$ cat config.mk
export PLATFORM = sky130hd
export DESIGN_NAME = epfs_top
export DESIGN_NICKNAME = d
export VERILOG_FILES = /design/src/epfs_chan_avg.v /design/src/epfs_pulse_gen.v /design/src/epfs_top.v
export VERILOG_INCLUDE_DIRS = /design/src /design/src/src
export SDC_FILE = /design/constraint.sdc
export NUM_CORES = 2
export LEC_CHECK = 0
export BUFFER_PORTS_ARGS = -buffer_cell sky130_fd_sc_hd__buf_2
export CORE_ASPECT_RATIO = 1.1
export CORE_UTILIZATION = 35
export CTS_CLUSTER_SIZE = 20
export DETAILED_ROUTE_END_ITERATION = 10
export GPL_ROUTABILITY_DRIVEN = 1
export MAX_ROUTING_LAYER = met4
export PLACE_DENSITY = 0.52
export SETUP_SLACK_MARGIN = 0.1
export SYNTH_ARGS = -nofsm -noshare
export SYNTH_HDL_FRONTEND = slang
export SYNTH_HIERARCHICAL = 1
export SYNTH_SLANG_ARGS = --single-unit
$ cat constraint.sdc
create_clock -name sys_clk -period 23.5 [get_ports sys_clk]
set_input_delay 2.35 -clock sys_clk [delete_from_list [all_inputs] [get_ports sys_clk]]
set_output_delay 2.35 -clock sys_clk [all_outputs]
set_load 0.02 [all_outputs]
$ cat src/epfs_regs.vh
`ifndef EPFS_REGS_VH
`define EPFS_REGS_VH
// register word offsets, matched against byte address bits 7:2
`define EPFS_ADR_CTRL 6'h00
`define EPFS_ADR_STATUS 6'h01
`define EPFS_ADR_MASK 6'h02
`define EPFS_ADR_STATE 6'h03
`define EPFS_ADR_PHASE_AVG 6'h04
`define EPFS_ADR_NEUTRAL_AVG 6'h05
// control fields
`define EPFS_CTRL_RATE_LSB 0
`define EPFS_CTRL_RATE_MSB 1
`define EPFS_CTRL_SCALE 2
`define EPFS_CTRL_GAIN 3
`define EPFS_CTRL_EN 4
`define EPFS_CTRL_RESET 5'h10
// status and mask fields
`define EPFS_ST_BILL 0
`define EPFS_ST_CF 1
`define EPFS_ST_FAULT 2
`define EPFS_ST_SWAP 3
`define EPFS_ST_RESET 4'h0
// binary division of the oscillator, exponent for rate code 00
`define EPFS_BASE_DIV_LOG 18
// extra shift that sets full-scale dc billing rate
`define EPFS_BILL_K 21
// fault thresholds: 1/16 = 6.25 %, 0.3 % of 2^15
`define EPFS_DIFF_NUM 15
`define EPFS_LIGHT_LEVEL 16'h0062
// timing
`define EPFS_CLK_MHZ 10
`define EPFS_CF_WIDTH_NS 18000
`define EPFS_CF_WIDTH_CYC ((`EPFS_CF_WIDTH_NS * `EPFS_CLK_MHZ + 999) / 1000)
`define EPFS_BILL_WIDTH_MS 90
`define EPFS_BILL_WIDTH_CYC (`EPFS_BILL_WIDTH_MS * 1000 * `EPFS_CLK_MHZ)
`define EPFS_FAULT_TAU_MS 3000
`define EPFS_SLOW_SHIFT 8
`define EPFS_FAST_SHIFT 6
`define EPFS_LPF_SHIFT 6
`define EPFS_FAULT_TICK_CYC ((`EPFS_FAULT_TAU_MS * 1000 * `EPFS_CLK_MHZ) / 256)
`define EPFS_FAULT_QUAL_MS 1000
`define EPFS_FAULT_QUAL_TICKS ((`EPFS_FAULT_QUAL_MS * 256) / `EPFS_FAULT_TAU_MS)
`endif

$ cat src/epfs_chan_avg.v
`timescale 1ns/1ps
`include "epfs_regs.vh"
module epfs_chan_avg (
	input wire sys_clk,
	input wire rstn,
	input wire sample_valid,
	input wire [15:0] sample,
	input wire slow_tick,
	output wire [15:0] level
);
	reg [21:0] fast_r;
	reg [23:0] slow_r;
	wire [15:0] mag;
	wire [21:0] fast_in;
	wire [23:0] slow_in;

	// rectify the signed sample
	assign mag = sample[15] ? (~sample + 16'h0001) : sample;
	assign fast_in = {mag, 6'h00};
	assign slow_in = {fast_r[21:6], 8'h00};
	assign level = slow_r[23:8];

	// short average per sample, long average on the slow tick
	always @(posedge sys_clk or negedge rstn) begin
		if (!rstn) begin
			fast_r <= 22'h000000;
			slow_r <= 24'h000000;
		end else begin
			if (sample_valid)
				fast_r <= fast_r + (fast_in >> `EPFS_FAST_SHIFT)
					- (fast_r >> `EPFS_FAST_SHIFT);
			if (slow_tick)
				slow_r <= slow_r + (slow_in >> `EPFS_SLOW_SHIFT)
					- (slow_r >> `EPFS_SLOW_SHIFT);
		end
	end
endmodule // epfs_chan_avg

$ cat src/epfs_pulse_gen.v
`timescale 1ns/1ps
module epfs_pulse_gen #(
	parameter WIDTH_CYC = 180,
	parameter CW = 20
) (
	input wire sys_clk,
	input wire rstn,
	input wire trig,
	output reg pulse_r
);
	reg [CW-1:0] cnt_r;

	// fixed high width; a trigger during a pulse is dropped
	always @(posedge sys_clk or negedge rstn) begin
		if (!rstn) begin
			cnt_r <= {CW{1'b0}};
			pulse_r <= 1'b0;
		end else if (pulse_r) begin
			if (cnt_r == WIDTH_CYC[CW-1:0] - 1'b1) begin
				pulse_r <= 1'b0;
				cnt_r <= {CW{1'b0}};
			end else begin
				cnt_r <= cnt_r + 1'b1;
			end
		end else if (trig) begin
			pulse_r <= 1'b1;
			cnt_r <= {CW{1'b0}};
		end
	end
endmodule // epfs_pulse_gen

$ cat src/epfs_top.v
// Notes on behaviour
// - both billing outputs give active-high pulses at the averaged power rate
// - base rate is oscillator divided by 2^18, 2^17, 2^16 or 2^15
// - billing rate scales with gain, active channel current, voltage and base rate
// - gain select multiplies the current channel by 1 or 16
// - calibration to billing ratio follows scale and rate select codes
// - calibration pulses use the same power with much shorter accumulation
// - full-scale ac maxima follow from the rate and scale settings
// - ac maximum is half the dc maximum for the same setting
// - fault raised when phase and neutral levels differ over 6.25 percent
// - during a fault billing uses the larger current channel
// - bill on phase at reset; fault about one second after start
// - fault detection suppressed below 0.3 percent of full scale
// - inactive below 93.75 percent of active raises fault, no swap
// - both channels filtered so fault follows after about three seconds
// - fault flag independent of billing pulse activity
// - inactive over active by 6.25 percent raises fault and swaps
// - no swap back until difference exceeds 6.25 percent the other way
// - fault clears once channels are within 6.25 percent again
`timescale 1ns/1ps
`include "epfs_regs.vh"
module epfs_top #(
	parameter BILL_K = `EPFS_BILL_K,
	parameter BILL_WIDTH_CYC = `EPFS_BILL_WIDTH_CYC,
	parameter FAULT_TICK_CYC = `EPFS_FAULT_TICK_CYC,
	parameter QUAL_TICKS = `EPFS_FAULT_QUAL_TICKS
) (
	input wire sys_clk,
	input wire rstn,
	input wire [7:0] wb_adr_i,
	input wire [31:0] wb_dat_i,
	input wire [3:0] wb_sel_i,
	input wire wb_we_i,
	input wire wb_cyc_i,
	input wire wb_stb_i,
	output reg [31:0] wb_dat_o,
	output reg wb_ack_o,
	input wire [15:0] phase_current_input,
	input wire [15:0] neutral_current_input,
	input wire [15:0] voltage_input,
	input wire sample_valid,
	output wire billing_pulse_out_a,
	output wire billing_pulse_out_b,
	output wire calibration_pulse_out,
	output reg fault_out,
	output reg neutral_active_out,
	output reg irq
);
	localparam [5:0] BILL_K6 = BILL_K;
	localparam [5:0] DIV_LOG = `EPFS_BASE_DIV_LOG;
	localparam [19:0] CF_W = `EPFS_CF_WIDTH_CYC;
	localparam [19:0] DIFF_NUM = `EPFS_DIFF_NUM;
	localparam signed [23:0] LPF_RND = (1 << `EPFS_LPF_SHIFT) - 1;

	reg [4:0] ctrl_r;
	reg [3:0] status_r;
	reg [3:0] status_nxt;
	reg [3:0] mask_r;
	reg [23:0] pfilt_r;
	reg [40:0] acc_r;
	reg [40:0] acc_nxt;
	reg [10:0] bill_cnt_r;
	reg cf_trig_r;
	reg bill_trig_r;
	reg [16:0] tick_cnt_r;
	reg slow_tick_r;
	reg [7:0] qual_cnt_r;
	reg fault_nxt;
	reg swap_ev;
	reg fault_ev;
	reg act_sel_nxt;
	reg [7:0] qual_nxt;

	wire [1:0] rate_sel;
	wire scale_sel;
	wire gain_sel;
	wire meter_en;
	wire [3:0] ratio_log;
	wire [5:0] cf_sh;
	wire [40:0] cf_thr;
	wire [15:0] cur_sel;
	wire [15:0] cur_gain;
	wire signed [31:0] prod;
	wire [23:0] prod_ext;
	wire signed [23:0] pf_diff;
	wire signed [23:0] pf_step;
	wire [15:0] power_pos;
	wire [31:0] chan_flat;
	wire [31:0] lvl_flat;
	wire [15:0] phase_lvl;
	wire [15:0] neutral_lvl;
	wire [15:0] act_lvl;
	wire [15:0] ina_lvl;
	wire [19:0] act_x16;
	wire [19:0] ina_x16;
	wire [19:0] act_x15;
	wire [19:0] ina_x15;
	wire light_load;
	wire below_cond;
	wire above_cond;
	wire wb_req;
	wire wb_rd_status;
	wire bill_pulse;
	wire cf_pulse;

	assign rate_sel = ctrl_r[`EPFS_CTRL_RATE_MSB:`EPFS_CTRL_RATE_LSB];
	assign scale_sel = ctrl_r[`EPFS_CTRL_SCALE];
	assign gain_sel = ctrl_r[`EPFS_CTRL_GAIN];
	assign meter_en = ctrl_r[`EPFS_CTRL_EN];

	// log2 of the calibration to billing ratio
	function [3:0] cf_ratio_log;
		input scale;
		input [1:0] rate;
		begin
			case ({scale, rate})
			3'b100: cf_ratio_log = 4'h7;
			3'b000: cf_ratio_log = 4'h6;
			3'b101: cf_ratio_log = 4'h6;
			3'b001: cf_ratio_log = 4'h5;
			3'b110: cf_ratio_log = 4'h5;
			3'b010: cf_ratio_log = 4'h4;
			3'b111: cf_ratio_log = 4'h4;
			3'b011: cf_ratio_log = 4'hb;
			default: cf_ratio_log = 4'h6;
			endcase
		end
	endfunction

	// gain of 16 with saturation at the signed limits
	function [15:0] apply_gain;
		input [15:0] x;
		input g;
		reg [19:0] w;
		begin
			w = {{4{x[15]}}, x} << 4;
			if (!g)
				apply_gain = x;
			else if (w[19] && (w[18:15] != 4'hf))
				apply_gain = 16'h8000;
			else if (!w[19] && (w[18:15] != 4'h0))
				apply_gain = 16'h7fff;
			else
				apply_gain = w[15:0];
		end
	endfunction

	assign ratio_log = cf_ratio_log(scale_sel, rate_sel);
	// billing threshold 2^(K+18-rate), calibration one ratio below it
	assign cf_sh = BILL_K6 + DIV_LOG - {4'h0, rate_sel} - {2'b00, ratio_log};
	assign cf_thr = {40'h0, 1'b1} << cf_sh;

	// billed current: the active channel, then the gain stage
	assign cur_sel = neutral_active_out ? neutral_current_input
		: phase_current_input;
	assign cur_gain = apply_gain(cur_sel, gain_sel);
	assign prod = $signed(cur_gain) * $signed(voltage_input);
	assign prod_ext = {{2{prod[31]}}, prod[30:15], 6'h00};
	// negative filtered power gives no pulses
	assign power_pos = pfilt_r[23] ? 16'h0000 : pfilt_r[21:6];
	// step rounded away from zero, so the filter settles on the exact product
	assign pf_diff = $signed(prod_ext) - $signed(pfilt_r);
	assign pf_step = pf_diff[23] ? (pf_diff >>> `EPFS_LPF_SHIFT)
		: ((pf_diff + LPF_RND) >>> `EPFS_LPF_SHIFT);

	// low-pass of the instantaneous product
	always @(posedge sys_clk or negedge rstn) begin
		if (!rstn) begin
			pfilt_r <= 24'h000000;
		end else if (sample_valid) begin
			pfilt_r <= pfilt_r + pf_step;
		end
	end

	// power accumulation; ac input averages to half its peak product
	always @* begin
		acc_nxt = acc_r + {25'h0, power_pos};
	end

	// digital-to-frequency conversion and billing divide-down
	always @(posedge sys_clk or negedge rstn) begin
		if (!rstn) begin
			acc_r <= 41'h0;
			cf_trig_r <= 1'b0;
			bill_trig_r <= 1'b0;
			bill_cnt_r <= 11'h000;
		end else begin
			cf_trig_r <= 1'b0;
			bill_trig_r <= 1'b0;
			if (!meter_en) begin
				acc_r <= 41'h0;
				bill_cnt_r <= 11'h000;
			end else if (acc_nxt >= cf_thr) begin
				acc_r <= acc_nxt - cf_thr;
				cf_trig_r <= 1'b1;
				if (bill_cnt_r >= (11'h001 << ratio_log) - 11'h001) begin
					bill_cnt_r <= 11'h000;
					bill_trig_r <= 1'b1;
				end else begin
					bill_cnt_r <= bill_cnt_r + 11'h001;
				end
			end else begin
				acc_r <= acc_nxt;
			end
		end
	end

	// calibration pulse stretcher
	epfs_pulse_gen #(
		.WIDTH_CYC(CF_W),
		.CW(20)
	) u_cf_pulse (
		.sys_clk(sys_clk),
		.rstn(rstn),
		.trig(cf_trig_r),
		.pulse_r(cf_pulse)
	);

	// billing pulse stretcher, shared by both billing outputs
	epfs_pulse_gen #(
		.WIDTH_CYC(BILL_WIDTH_CYC),
		.CW(24)
	) u_bill_pulse (
		.sys_clk(sys_clk),
		.rstn(rstn),
		.trig(bill_trig_r),
		.pulse_r(bill_pulse)
	);

	assign calibration_pulse_out = cf_pulse;
	assign billing_pulse_out_a = bill_pulse;
	assign billing_pulse_out_b = bill_pulse;

	// slow tick for the long channel averages
	always @(posedge sys_clk or negedge rstn) begin
		if (!rstn) begin
			tick_cnt_r <= 17'h00000;
			slow_tick_r <= 1'b0;
		end else if (tick_cnt_r == FAULT_TICK_CYC[16:0] - 17'h00001) begin
			tick_cnt_r <= 17'h00000;
			slow_tick_r <= 1'b1;
		end else begin
			tick_cnt_r <= tick_cnt_r + 17'h00001;
			slow_tick_r <= 1'b0;
		end
	end

	assign chan_flat = {neutral_current_input, phase_current_input};

	// one averager per current channel
	genvar gi;
	generate
		for (gi = 0; gi < 2; gi = gi + 1) begin : g_avg
			epfs_chan_avg u_avg (
				.sys_clk(sys_clk),
				.rstn(rstn),
				.sample_valid(sample_valid),
				.sample(chan_flat[16*gi+15:16*gi]),
				.slow_tick(slow_tick_r),
				.level(lvl_flat[16*gi+15:16*gi])
			);
		end
	endgenerate

	assign phase_lvl = lvl_flat[15:0];
	assign neutral_lvl = lvl_flat[31:16];
	assign act_lvl = neutral_active_out ? neutral_lvl : phase_lvl;
	assign ina_lvl = neutral_active_out ? phase_lvl : neutral_lvl;
	assign act_x16 = {act_lvl, 4'h0};
	assign ina_x16 = {ina_lvl, 4'h0};
	assign act_x15 = {4'h0, act_lvl} * DIFF_NUM;
	assign ina_x15 = {4'h0, ina_lvl} * DIFF_NUM;
	assign light_load = act_lvl < `EPFS_LIGHT_LEVEL;
	assign below_cond = ina_x16 < act_x15;
	assign above_cond = act_x16 < ina_x15;

	// fault qualification, swap and clear on the slow tick
	always @* begin
		fault_nxt = fault_out;
		act_sel_nxt = neutral_active_out;
		qual_nxt = qual_cnt_r;
		swap_ev = 1'b0;
		fault_ev = 1'b0;
		if (slow_tick_r) begin
			if (light_load || !(below_cond || above_cond)) begin
				qual_nxt = 8'h00;
				fault_nxt = 1'b0;
			end else if (qual_cnt_r < QUAL_TICKS[7:0] - 8'h01) begin
				qual_nxt = qual_cnt_r + 8'h01;
			end else begin
				fault_nxt = 1'b1;
				fault_ev = !fault_out;
				if (above_cond) begin
					act_sel_nxt = !neutral_active_out;
					swap_ev = 1'b1;
					qual_nxt = 8'h00;
				end
			end
		end
	end

	// fault state; phase channel active out of reset
	always @(posedge sys_clk or negedge rstn) begin
		if (!rstn) begin
			fault_out <= 1'b0;
			neutral_active_out <= 1'b0;
			qual_cnt_r <= 8'h00;
		end else begin
			fault_out <= fault_nxt;
			neutral_active_out <= act_sel_nxt;
			qual_cnt_r <= qual_nxt;
		end
	end

	assign wb_req = wb_cyc_i && wb_stb_i && !wb_ack_o;
	assign wb_rd_status = wb_req && !wb_we_i
		&& (wb_adr_i[7:2] == `EPFS_ADR_STATUS);

	// sticky events; a new event beats the read clear
	always @* begin
		status_nxt = status_r;
		if (wb_rd_status)
			status_nxt = 4'h0;
		status_nxt[`EPFS_ST_BILL] = status_nxt[`EPFS_ST_BILL] | bill_trig_r;
		status_nxt[`EPFS_ST_CF] = status_nxt[`EPFS_ST_CF] | cf_trig_r;
		status_nxt[`EPFS_ST_FAULT] = status_nxt[`EPFS_ST_FAULT] | fault_ev;
		status_nxt[`EPFS_ST_SWAP] = status_nxt[`EPFS_ST_SWAP] | swap_ev;
	end

	// wishbone slave, one wait cycle, ack drops after one cycle
	always @(posedge sys_clk or negedge rstn) begin
		if (!rstn) begin
			wb_ack_o <= 1'b0;
			wb_dat_o <= 32'h00000000;
			ctrl_r <= `EPFS_CTRL_RESET;
			mask_r <= `EPFS_ST_RESET;
			status_r <= `EPFS_ST_RESET;
			irq <= 1'b0;
		end else begin
			wb_ack_o <= wb_req;
			status_r <= status_nxt;
			irq <= |(status_nxt & mask_r);
			if (wb_req && wb_we_i && wb_sel_i[0]) begin
				case (wb_adr_i[7:2])
				`EPFS_ADR_CTRL: ctrl_r <= wb_dat_i[4:0];
				`EPFS_ADR_MASK: mask_r <= wb_dat_i[3:0];
				default: ;
				endcase
			end
			if (wb_req && !wb_we_i) begin
				case (wb_adr_i[7:2])
				`EPFS_ADR_CTRL: wb_dat_o <= {27'h0, ctrl_r};
				`EPFS_ADR_STATUS: wb_dat_o <= {28'h0, status_r};
				`EPFS_ADR_MASK: wb_dat_o <= {28'h0, mask_r};
				`EPFS_ADR_STATE: wb_dat_o <= {28'h0, qual_cnt_r != 8'h00,
					bill_pulse, neutral_active_out, fault_out};
				`EPFS_ADR_PHASE_AVG: wb_dat_o <= {16'h0, phase_lvl};
				`EPFS_ADR_NEUTRAL_AVG: wb_dat_o <= {16'h0, neutral_lvl};
				default: wb_dat_o <= 32'h00000000;
				endcase
			end
		end
	end
endmodule // epfs_top

==> reports/metrics.csv <==
stage;metric;value;unit
route;Avg Vias per Cell;5.070;
placement;PortBufs;88;
sta;RSZ-0062 raised after global routing;no;
worst_setup_path;worst stage delay on the critical path;880;ps
floorplan;core box area;0.1110;mm^2
yosys;Cells after Synth;4546;
yosys;synthesized area;0.03930;mm^2
global_routing;total grt overflow;0;
sta;Period minus WS final;15250;ps
route;DR iter-0 viols;1469;
route;drt first pass iters;5;
route;vias after detailed routing;30880;
yosys;post-synth top area cell;fa_1;
finish;post-layout net count;5433;
cts;CTS tree;done;
route;Remaining DRCs;0;
route;Routed Antenna Nets;0;
worst_setup_path;CP required;23940;ps
global_routing;largest net degree at the start of global routing;145;
route;top sig layer;met4;
finish;layout cells sized above 1;6.684;%
worst_hold_path;worst hold path class;flop to flop;
global_routing;first-pass GRT wire length;164500;um
yosys;Top FF cell, synth;dfrtp_1;
run_status;run status;finished, final reports clean;
route;Met3 Wirelength;3295;um
yosys;EDFF count, synth;0;
route;wire per inst;16.24;um
route;detailed-route wire length;98890;um
route;met2 WL;47580;um
sta;Hold Violations, Final;0;
worst_setup_path;CP Buf/Inv Count;4;
cts;Resized Gates After CTS;0;
sta;Peak Freq;0.06559;GHz
yosys;sequential share of the synthesized area;17.51;%
cts;worst skew pair latency;600;ps
worst_setup_path;CP Launch Type;input pin;
sta;slew margin rel.;26.14;%
global_routing;GRT Total Usage;18.28;%
finish;Syn-to-layout area delta;8.192;%
yosys;ranking of synthesized cells by area;fa_1 (20%), dfrtp_1 (17%), ha_1 (12%);
yosys;Yosys Warn Count;6;
yosys;Synth async-reset ratio;100.0;%
cts;CTS Hold Bufs;0;
cts;Setup Buffers After CTS;0;
cts;CTS root buf;clkbuf_16;
floorplan;Die Width;321.5;um
worst_setup_path;Worst Path Arrival;15690;ps
sta;crit share post-route;64.87;%
sta;Layout Skew;36.53;ps
floorplan;I/O pin count;137;
cts;Num CTS Buffers;39;
yosys;post-synth cell types;108;
sta;Slew Viols, Final;0;
cts;clk sinks;275;
worst_setup_path;slowest CP cell;nor2_2;
finish;area occupied by multi-input gates;0.02928;mm^2
cts;clock slew at reported path FFs;50;ps
floorplan;Chip Height;353.4;um
global_routing;initial antenna violation count;2;
worst_setup_path;CP Capture Type;flop;
placement;global placement routability congestion;0.8583;
finish;Register Area;0.006885;mm^2
floorplan;full die area;0.1136;mm^2
cts;H-tree levels;2;
floorplan;Placement Rows;128;
route;met1 wire length;45870;um
sta;worst slew pin tran;1107;ps
yosys;Avg Cell Area, Syn;8.645;um^2
worst_setup_path;CP Class;input pin to flop;
finish;fill count;11430;
worst_setup_path;cell mode on critical path;fa_1;
worst_setup_path;Top delay family on crit path;compound AO/OA/AOI/OAI gates;
cts;clock buffer depth;3;
sta;Final Setup Violations;0;
worst_setup_path;CP Max Fanout;18;
placement;HPWL after detailed placement;77100;um
sta;Setup TNS Final;0;ps
global_routing;vias in the first global route;31240;
floorplan;Initial Util;35.41;%
yosys;synthesized flop and latch total;275;
yosys;top-count cell post-synth;inv_1;
yosys;Synth top cells by count;inv_1 (649), nand2_1 (437), fa_1 (387);
run;max cap viols;0;
yosys;top cell type's share of synthesized area;19.71;%
## worst paths after layout
| path | depth (start not counted) | startpoint | slack, ps | end |
|---|---|---|---|---|
| min in group asynchronous | 1 | rstn | 1710 | wb_dat_o[15]$_DFFE_PN0P_ |
| max in group asynchronous | 2 | rstn | 20390 | slow_tick_r$_DFF_PN0_ |
| worst min register to register | 2 | wb_dat_o[8]$_DFFE_PN0P_ | 470 | wb_dat_o[8]$_DFFE_PN0P_ |
| worst min-delay path | 2 | wb_dat_o[8]$_DFFE_PN0P_ | 470 | wb_dat_o[8]$_DFFE_PN0P_ |
| worst max register to register | 48 | neutral_active_out$_DFFE_PN0P_ | 9310 | pfilt_r[23]$_DFFE_PN0P_ |
| worst max-delay path | 49 | neutral_current_input[15] | 8250 | pfilt_r[23]$_DFFE_PN0P_ |
## metrics by stage
step / hold slack [ps] / area, um^2 / std cells / worst slack (ps) / util [%]
2_1_floorplan: 456.3 / 39470 / 4590 / 9649 / -
3_3_place_gp: 462.3 / 41090 / 6016 / 7705 / 37.02
3_5_place_dp: 468.5 / 41090 / 6016 / 7689 / 37.02
4_1_cts: 480.4 / 42510 / 6088 / 8265 / 38.31
5_1_grt: 514.5 / 42520 / 6090 / 7479 / 38.31
6_report: 471.4 / 42520 / 6090 / 8255 / 38.31
## registers in the layout, indices dropped and copies added (netlist names), 4 cells and up
| register | flops |
|---|---|
| g_avg.u_avg/fast_r | 44 |
| bill_cnt_r | 11 |
| ctrl_r | 5 |
| u_bill_pulse/cnt_r | 24 |
| mask_r | 4 |
| wb_dat_o | 16 |
| u_cf_pulse/cnt_r | 20 |
| status_r | 4 |
| acc_r | 41 |
| tick_cnt_r | 17 |
| pfilt_r | 24 |
| qual_cnt_r | 8 |
| g_avg.u_avg/slow_r | 48 |
## layout make-up
type / count / area share, %
Antenna cell: 2 / 0.01177
Sequential cell: 275 / 16.19
Multi-Input combinational cell: 3488 / 68.87
Timing Repair Buffer: 107 / 1.430
Clock inverter: 19 / 0.6915
Clock buffer: 53 / 2.654
Inverter: 651 / 5.747
Tap cell: 1495 / 4.399
## tightest hold or removal path, delay by kind of cell, from the launching register on
family,cells,cell delay (ps)
simple gates,1,40
compound gates,1,60
flops,1,330
## placed cells by master, fill, tap and decap left out, types with 130 or more instances in the layout
cell     instances
fa_1           387
inv_1          649
xnor2_1        175
ha_1           386
dfrtp_1        272
nand2_1        437
o21ai_0        232
a21oi_1        267
nor2_1         217
and2_1         130
## layer usage
layer  vias up  GRT usage (%)
met5         -              -
met4         0          4.257
met3       113          1.842
met2       452          30.40
met1     15040          23.84
li1      15270              -
## kinds of logic after synthesis
group	synth area share, %
compound gates	15.97
xor+xnor	6.371
fa+ha+maj	32.00
buf+inv	8.462
flops	17.51
mux	3.282
other cells	0.01911
simple gates	16.38
Power is left out: the tool's default activity adds up to more than one toggle a clock period on the data nets, which glitch-free logic cannot reach.
